<file path="config.mk">
export PLATFORM = sky130hd
export DESIGN_NAME = bus_arbitration
export DESIGN_NICKNAME = d
export VERILOG_FILES = /design/src/core/arb_pkg.sv /design/src/core/bus_arbitration.sv /design/src/core/pin_sync.sv /design/src/core/bus_clk_div.sv
export SDC_FILE = /design/constraint.sdc
export NUM_CORES = 1
export LEC_CHECK = 0
export ABC_AREA = 0
export BUFFER_PORTS_ARGS = -buffer_cell sky130_fd_sc_hd__buf_2
export CORE_MARGIN = 5
export CORE_UTILIZATION = 51
export CTS_BUF_LIST = sky130_fd_sc_hd__clkbuf_2
export CTS_CLUSTER_DIAMETER = 150
export CTS_CLUSTER_SIZE = 28
export DETAILED_ROUTE_END_ITERATION = 8
export PLACE_DENSITY = 0.81
export SLEW_MARGIN = 15
export SYNTH_ARGS = -nofsm -noshare
export SYNTH_HDL_FRONTEND = slang
export SYNTH_HIERARCHICAL = 1
export SYNTH_SLANG_ARGS = --single-unit
</file>
<file path="constraint.sdc">
create_clock -name I_SYS_CLK -period 1.9 [get_ports I_SYS_CLK]
set_input_delay 0.57 -clock I_SYS_CLK [delete_from_list [all_inputs] [get_ports I_SYS_CLK]]
set_output_delay 0.57 -clock I_SYS_CLK [all_outputs]
set_load 0.005 [all_outputs]
</file>
<file path="src/core/arb_pkg.sv">
/*
  Shared constants and types for the external bus ownership block: arbitration
  states, transfer series length, bus clock divider figures.
  Assumes a single 50 MHz system clock from which the bus clock output is derived.
*/
package arb_pkg;

  // system clock and the derived bus clock
  localparam int unsigned SYS_CLK_HZ   = 50_000_000;
  localparam int unsigned BUS_CLK_HZ   = 12_500_000;
  localparam int unsigned BUS_CLK_DIV  = SYS_CLK_HZ / BUS_CLK_HZ;
  localparam int unsigned BUS_HALF_DIV = (BUS_CLK_DIV / 2 < 1) ? 1 : BUS_CLK_DIV / 2;
  localparam int unsigned DIV_CNT_W    = 4;

  // transfers in one series; a burst-inhibited expansion counts as one original transfer
  localparam int unsigned BEATS_W      = 4;
  typedef logic [BEATS_W-1:0] beats_t;

  // state code shown on the status output
  localparam int unsigned STATE_W      = 2;
  typedef logic [STATE_W-1:0] state_code_t;
  localparam state_code_t CODE_RESET    = 2'h0;
  localparam state_code_t CODE_IMPLICIT = 2'h1;
  localparam state_code_t CODE_EXPLICIT = 2'h2;
  localparam state_code_t CODE_EXTERNAL = 2'h3;

  typedef enum logic [1:0] {
    ARB_RESET,
    ARB_IMPLICIT,
    ARB_EXPLICIT,
    ARB_EXTERNAL
  } arb_state_t;

  // idle level of the active-low pins seen by the synchroniser
  localparam logic [3:0] PIN_IDLE = 4'hf;

endpackage

</file>
<file path="src/core/bus_arbitration.sv">
/*
  Bus ownership state machine of a processor sharing its external bus with other
  masters: reset, implicit, explicit and external master states, bus request and
  bus driven outputs, bus grant input, transfer start and series tracking.
  Assumes the pins are active low and asynchronous to the system clock, the core
  holds its request until the start pulse, and the far end keeps its own timing
  of grant. Works the same for two-wire and three-wire arbitration.
*/
`timescale 1ns/10ps

module bus_arbitration
  import arb_pkg::*;
(
  input  wire logic                  I_SYS_CLK,
  input  wire logic                  I_RST,
  input  wire logic                  I_RESET_IN_PIN_N,
  input  wire logic                  I_BUS_GRANT_IN_N,
  input  wire logic                  I_TRANSFER_ACK_N,
  input  wire logic                  I_BUS_ERROR_N,
  input  wire logic                  I_WDOG_RESET,
  input  wire logic                  I_CORE_REQ,
  input  wire arb_pkg::beats_t       I_CORE_BEATS,
  output logic                       O_BUS_REQUEST_OUT_N,
  output logic                       O_BUS_DRIVEN_OUT_N,
  output logic                       O_TRANSFER_START_N,
  output logic                       O_ADDR_OE_N,
  output logic                       O_BUS_CLOCK_OUT,
  output arb_pkg::state_code_t       O_ARB_STATE,
  output logic                       O_CORE_START,
  output logic                       O_CORE_DONE,
  output logic                       O_CORE_ERROR
);

  import arb_pkg::*;

  // pin order inside the synchroniser
  localparam int unsigned PIN_RST   = 0;
  localparam int unsigned PIN_GRANT = 1;
  localparam int unsigned PIN_ACK   = 2;
  localparam int unsigned PIN_BERR  = 3;

  typedef struct packed {
    arb_state_t  state;
    logic        req;
    logic        drv;
    logic        ts;
    logic        oe_n;
    logic        active;
    beats_t      left;
    logic        core_start;
    logic        core_done;
    logic        core_error;
    logic        err_seen;
    state_code_t code;
  } arb_t;

  arb_t        arb_q;
  arb_t        arb_d;

  logic [3:0]  pins_raw;
  logic [3:0]  pins_s;
  logic        bus_clk;
  logic        rise_en;

  logic        rst_pin;
  logic        granted;
  logic        ack;
  logic        berr;
  logic        term;
  logic        last_beat;
  logic        end_cycle;
  logic        pending;

  assign pins_raw = {I_BUS_ERROR_N, I_TRANSFER_ACK_N, I_BUS_GRANT_IN_N, I_RESET_IN_PIN_N};

  pin_sync #(
    .W       (4),
    .RST_VAL (PIN_IDLE)
  ) u_pin_sync (
    .i_clk   (I_SYS_CLK),
    .i_rst   (I_RST),
    .i_async (pins_raw),
    .o_sync  (pins_s)
  );

  bus_clk_div u_bus_clk_div (
    .i_clk     (I_SYS_CLK),
    .i_rst     (I_RST),
    .o_bus_clk (bus_clk),
    .o_rise_en (rise_en)
  );

  assign rst_pin = ~pins_s[PIN_RST];
  assign granted = ~pins_s[PIN_GRANT];
  assign ack     = ~pins_s[PIN_ACK];
  assign berr    = ~pins_s[PIN_BERR];

  // an error termination counts exactly as an acknowledge
  assign term      = arb_q.active & (ack | berr);
  // expansions of an inhibited burst are not counted separately, only series beats
  assign last_beat = (arb_q.left == '0);
  assign end_cycle = term & last_beat;
  // a start already issued is not repeated while its series is still active
  assign pending   = I_CORE_REQ & ~arb_q.active & ~arb_q.core_start;

  always_comb
  begin
    arb_d            = arb_q;
    arb_d.core_start = 1'b0;
    arb_d.core_done  = 1'b0;
    arb_d.core_error = 1'b0;

    // everything below moves only on the bus clock rise
    if (rise_en)
    begin
      // request follows the core and may fall at any moment
      if (!I_CORE_REQ)
        arb_d.req = 1'b0;
      else if (pending)
        arb_d.req = 1'b1;

      // transfer start lasts one bus clock period
      arb_d.ts = 1'b0;

      // held until after the start; drop once start has been shown a period
      if (arb_q.ts)
        arb_d.req = 1'b0;

      // beat counting of the running series
      if (term)
      begin
        arb_d.err_seen = arb_q.err_seen | berr;
        if (last_beat)
        begin
          arb_d.active     = 1'b0;
          arb_d.core_done  = 1'b1;
          arb_d.core_error = arb_q.err_seen | berr;
          arb_d.err_seen   = 1'b0;
        end
        else
        begin
          arb_d.left = arb_q.left - 1'b1;
        end
      end

      if (rst_pin || I_WDOG_RESET)
      begin
        // any state falls back to reset; the series is abandoned
        arb_d.state    = ARB_RESET;
        arb_d.req      = 1'b0;
        arb_d.active   = 1'b0;
        arb_d.left     = '0;
        arb_d.err_seen = 1'b0;
      end
      else
      begin
        unique case (arb_q.state)
          ARB_RESET:
          begin
            // leave reset by the sampled grant
            if (granted)
              arb_d.state = ARB_IMPLICIT;
            else
              arb_d.state = ARB_EXTERNAL;
          end

          ARB_IMPLICIT:
          begin
            if (!granted)
              arb_d.state = ARB_EXTERNAL;
            else if (pending)
            begin
              // already owner: start in this very period, no extra arbitration
              arb_d.state      = ARB_EXPLICIT;
              arb_d.ts         = 1'b1;
              arb_d.active     = 1'b1;
              arb_d.left       = I_CORE_BEATS;
              arb_d.core_start = 1'b1;
            end
            else
              arb_d.state = ARB_IMPLICIT;
          end

          ARB_EXPLICIT:
          begin
            if (granted)
            begin
              arb_d.state = ARB_EXPLICIT;
              // the next series goes out while ownership lasts
              if (pending && !term)
              begin
                arb_d.ts         = 1'b1;
                arb_d.active     = 1'b1;
                arb_d.left       = I_CORE_BEATS;
                arb_d.core_start = 1'b1;
              end
            end
            else if (!arb_q.active || end_cycle)
            begin
              // released only once the whole series is done
              arb_d.state = ARB_EXTERNAL;
            end
            else
              arb_d.state = ARB_EXPLICIT;
          end

          ARB_EXTERNAL:
          begin
            // a cycle starts no sooner than the rise after grant was seen
            if (!granted)
              arb_d.state = ARB_EXTERNAL;
            else if (pending)
              arb_d.state = ARB_EXPLICIT;
            else
              arb_d.state = ARB_IMPLICIT;
          end
        endcase
      end

      // bus driven and the bus itself follow explicit ownership
      arb_d.drv  = (arb_d.state == ARB_EXPLICIT);
      arb_d.oe_n = ~(arb_d.state == ARB_EXPLICIT);

      unique case (arb_d.state)
        ARB_RESET:    arb_d.code = CODE_RESET;
        ARB_IMPLICIT: arb_d.code = CODE_IMPLICIT;
        ARB_EXPLICIT: arb_d.code = CODE_EXPLICIT;
        ARB_EXTERNAL: arb_d.code = CODE_EXTERNAL;
      endcase
    end
  end

  always_ff @(posedge I_SYS_CLK)
  begin
    if (I_RST)
    begin
      arb_q       <= '0;
      arb_q.state <= ARB_RESET;
      arb_q.oe_n  <= 1'b1;
      arb_q.code  <= CODE_RESET;
    end
    else
      arb_q <= arb_d;
  end

  // push-pull outputs straight from flops, both levels always driven
  assign O_BUS_REQUEST_OUT_N = ~arb_q.req;
  assign O_BUS_DRIVEN_OUT_N  = ~arb_q.drv;
  assign O_TRANSFER_START_N  = ~arb_q.ts;
  assign O_ADDR_OE_N         = arb_q.oe_n;
  assign O_BUS_CLOCK_OUT     = bus_clk;
  assign O_ARB_STATE         = arb_q.code;
  assign O_CORE_START        = arb_q.core_start;
  assign O_CORE_DONE         = arb_q.core_done;
  assign O_CORE_ERROR        = arb_q.core_error;

endmodule

</file>
<file path="src/core/pin_sync.sv">
/*
  Two flip-flop synchroniser, one stage pair per bit.
  Assumes its inputs are asynchronous pins and that reset is synchronous.
*/
`timescale 1ns/10ps
module pin_sync #(
  parameter int unsigned      W       = 1,
  parameter logic [W-1:0]     RST_VAL = '0
) (
  input  wire logic           i_clk,
  input  wire logic           i_rst,
  input  wire logic [W-1:0]   i_async,
  output logic      [W-1:0]   o_sync
);

  logic [W-1:0] meta_q;
  logic [W-1:0] sync_q;

  genvar g;
  generate
    for (g = 0; g < W; g++)
    begin : g_bit
      // first stage is read by the second stage only
      always_ff @(posedge i_clk)
      begin
        if (i_rst)
        begin
          meta_q[g] <= RST_VAL[g];
          sync_q[g] <= RST_VAL[g];
        end
        else
        begin
          meta_q[g] <= i_async[g];
          sync_q[g] <= meta_q[g];
        end
      end
    end
  endgenerate

  assign o_sync = sync_q;

endmodule

</file>
<file path="src/core/bus_clk_div.sv">
/*
  Divider that makes the bus clock output from the system clock and marks each of
  its rising edges with a one-cycle enable pulse.
  Assumes one system clock domain; the pulse stands in the cycle before the output
  goes high, so registers it enables update on the very edge of the bus clock rise.
*/
`timescale 1ns/10ps
module bus_clk_div
  import arb_pkg::*;
(
  input  wire logic i_clk,
  input  wire logic i_rst,
  output logic      o_bus_clk,
  output logic      o_rise_en
);

  typedef struct packed {
    logic [DIV_CNT_W-1:0] cnt;
    logic                 clk;
    logic                 rise;
  } div_t;

  div_t div_q;
  div_t div_d;

  always_comb
  begin
    div_d = div_q;
    if (div_q.cnt == DIV_CNT_W'(BUS_HALF_DIV - 1))
    begin
      div_d.cnt = '0;
      div_d.clk = ~div_q.clk;
    end
    else
    begin
      div_d.cnt = div_q.cnt + 1'b1;
    end
    // one cycle ahead: a pulse aligned with the high output would move state a cycle late
    div_d.rise = (div_d.cnt == DIV_CNT_W'(BUS_HALF_DIV - 1)) & ~div_d.clk;
  end

  always_ff @(posedge i_clk)
  begin
    if (i_rst)
      div_q <= '0;
    else
      div_q <= div_d;
  end

  assign o_bus_clk = div_q.clk;
  assign o_rise_en = div_q.rise;

endmodule

</file>
==> results.md <==
* Status: completed
* Critical path fanouts, max at 3
* Share of layout cells above drive strength 1 at 0.242
* Yosys warnings at 6
* Slew Viols, Final at 0
* Gr ovfl total at 0
* Setup Skew at 0.0146 ns
* DRC violations left at 0
* CTS root buf: clkbuf_2
* Worst hold slack at 0.380 ns
* Clock share of power at 0.268
* Met1 Use GR at 0.196
* Sw frac at 0.264
* Slowest CP cell: or3b_2
* Dominant cell type by area after synthesis: dfxtp_1
* Slew margin rel. at 0.649
* DR vias at 1039
* Power share of the sequential group at 0.625
* CP Capture Type: flip-flop
* Grt met3 use at 0.0497
* PwrDens at 718 nW/um^2
* Gr usage total at 0.164
* GPL Wtd Cong at 0.868
* Busiest grt layer: met2
* Largest net degree at the start of global routing at 23
* Hold Vio Cnt, Final at 0
* Startpoint Class: flip-flop
* Max-cap violation count at 0
* Final period util at 0.957
* Crit path time final at 1.82 ns
* Max stage delay on crit path at 0.47 ns
* Gate count after technology mapping at 135
* Routed Antenna Nets at 0
* WL/cell at 12.8 um
* Post-DP HPWL at 1.88 mm
* Slew at the pin closest to its max-slew limit at 0.521 ns
* Critical path cell sequence: inv_1, ha_1, or3b_2, nand2_1, mux2_2, o31ai_2
* H-tree depth at 2
* Lkg Pwr at 0.000617 uW
* Share of synthesized registers carrying an async set or reset at 0
* Worst endpoint required time at 2.18 ns
* P_sw at 282 uW
* Setup Viol. Count Final at 0
* FF+latch count, synth at 30
* Sequential cell area fraction in the yosys report at 0.467
* Die X at 60.2 um
* Number of synthesized flops with an enable pin at 0
* Global-route wire length before repair at 4.37 mm
* RSZ-0062 raised after global routing: true
* Post-synth net total at 152
* Ant. Diodes at 0
* Io pins at 22
* Routed WL at 2.50 mm
* Router iterations before antenna repair at 5
* Total CTS buffers at 5
* Vias in the first global route at 1010
* Initial Utilization at 0.528
* Internal power at 785 uW
* Area growth, synth to finish at 15.6%
* Synthesized area at 1280 sq um
* Core Footprint at 2430 sq um
* Vias per cell at 5.33
* Crit path DAT at 2.10 ns
* Crit path kind: flip-flop to flip-flop
* Fin Setup TNS at 0 ns
* Hold Crit Class: input pin to flip-flop
* Synth unique cells at 45
* Full die area at 3620 sq um
* Max Buffers Root-to-Sink at 2
* CTS tree: yes
* Post-CTS Setup Bufs at 0
* NumNets Final at 181
* Clock slew at reported path FFs at 0.15 ns
* Top-area cell type share of the netlist area at 0.467
* Initial antenna violation count at 0
* Post-Syn Area per Cell at 9.52 sq um
* Max VDD drop at 579 uV
* Max frequency at 550 MHz
* Synth Flop Type: dfxtp_1
* CTS Hold Bufs at 0
* Met2 Resource Use GR at 0.258
* Input/output buffers at 21
* Clock latency on the worst-skew pair at 0.36 ns
* CTS Sinks at 30
* Die H at 60.2 um
* Post-cts resize count at 0
* Largest cells by area after synthesis: dfxtp_1 (47%), ha_1 (4.9%), or2_1 (3.9%)
* Logic pwr share at 0.107
* Row count at 18
* 1st-iter DRT viols at 33
-- worst paths after layout --
check	startpoint	to	slack, ns	depth (start not counted)
setup / recovery	arb_q[6]$_SDFFE_PP0P_	arb_q[7]$_SDFFE_PP0P_	0.08	6
hold / removal	I_BUS_ERROR_N	u_pin_sync/meta_q[3]$_SDFF_PP1_	0.38	2
setup reg to reg	arb_q[6]$_SDFFE_PP0P_	arb_q[7]$_SDFFE_PP0P_	0.08	6
hold reg to reg	u_pin_sync/meta_q[2]$_SDFF_PP1_	u_pin_sync/o_sync[2]$_SDFF_PP1_	0.42	1
-- critical path, delay by kind of cell (launching register included) --
kind                     cells  cell delay (ns)
AO/OA/AOI/OAI                1             0.17
adder cells (fa/ha/maj)      1             0.16
buffers and inverters        1             0.08
flip-flops                   1             0.36
multiplexers                 1             0.36
AND/OR/NAND/NOR              2             0.61
-- routing by layer --
metal / up-vias / share of wire / routed length [um]
met3: 6 / 0.057 / 143
met5: - / 0 / 0
met4: 0 / 0.017 / 42
li1: 532 / - / -
met2: 23 / 0.47 / 1190
met1: 478 / 0.45 / 1130
-- sequential cells by signal (all words and copies together) (netlist names) --
| signal | count |
|---|---|
| u_pin_sync/meta_q | 4 |
| u_bus_clk_div/o_rise_en | 1 |
| O_ARB_STATE | 2 |
| arb_q | 10 |
| u_pin_sync/o_sync | 4 |
| O_CORE_START | 1 |
| O_ADDR_OE_N | 1 |
| u_bus_clk_div/div_q | 4 |
| O_CORE_ERROR | 1 |
| O_CORE_DONE | 1 |
| u_bus_clk_div/o_bus_clk | 1 |
-- logic make-up after synthesis --
group                    synth area share
AND/OR/NAND/NOR                     0.209
AO/OA/AOI/OAI                       0.190
flip-flops                          0.467
buffers and inverters              0.0467
adder cells (fa/ha/maj)            0.0487
XOR/XNOR                           0.0205
multiplexers                       0.0175
-- Yosys cell counts, drive strengths merged, types with 3 or more instances --
cell type / number
dfxtp: 30
nor2: 13
inv: 10
or2: 9
o21ai: 7
a21oi: 6
nand2: 6
ha: 5
nand2b: 3
or3b: 3
-- final cells by class --
| type | count | area (sq um) |
|---|---|---|
| timing repair buffer | 26 | 143 |
| fill | 219 | 947 |
| clock inverter | 3 | 11.3 |
| multi-input combinational | 91 | 629 |
| inverter | 10 | 37.5 |
| tap | 30 | 37.5 |
| clock buffer | 5 | 25.0 |
| sequential | 30 | 602 |
-- placed cells by master (no fill, tap or decap), types with 3 or more instances in the layout --
master	Yosys	layout
nand2_1	6	6
ha_1	5	5
nand2b_1	3	3
o21ai_0	7	7
clkbuf_2	0	5
buf_2	0	21
or2_1	8	8
clkinv_1	0	3
nor2_1	13	13
dfxtp_1	30	29
inv_1	10	10
a21oi_1	6	6
buf_4	2	5
-- power groups by stage --
stage / Sequential, uW / Combinational, uW / Clock [uW]
2_1_floorplan: 675 / 76.0 / 0
3_3_place_gp: 678 / 110 / 0
3_5_place_dp: 680 / 114 / 0
4_1_cts: 666 / 114 / 294
5_1_grt: 670 / 129 / 331
6_report: 666 / 114 / 286
-- stage by stage --
step | instance area, sq um | instances | worst slack [ns] | util | total power (uW)
after global routing | 1490 | 195 | -0.0120 | 0.611 | 1130
after detailed placement | 1440 | 187 | -0.101 | 0.593 | 793
after floorplan | 1280 | 135 | 0.0425 | - | 751
final | 1490 | 195 | 0.0811 | 0.611 | 1070
after CTS | 1480 | 195 | 0.0696 | 0.608 | 1070
after global placement | 1440 | 187 | -0.0772 | 0.593 | 788
(Power assumes the default switching activity.)
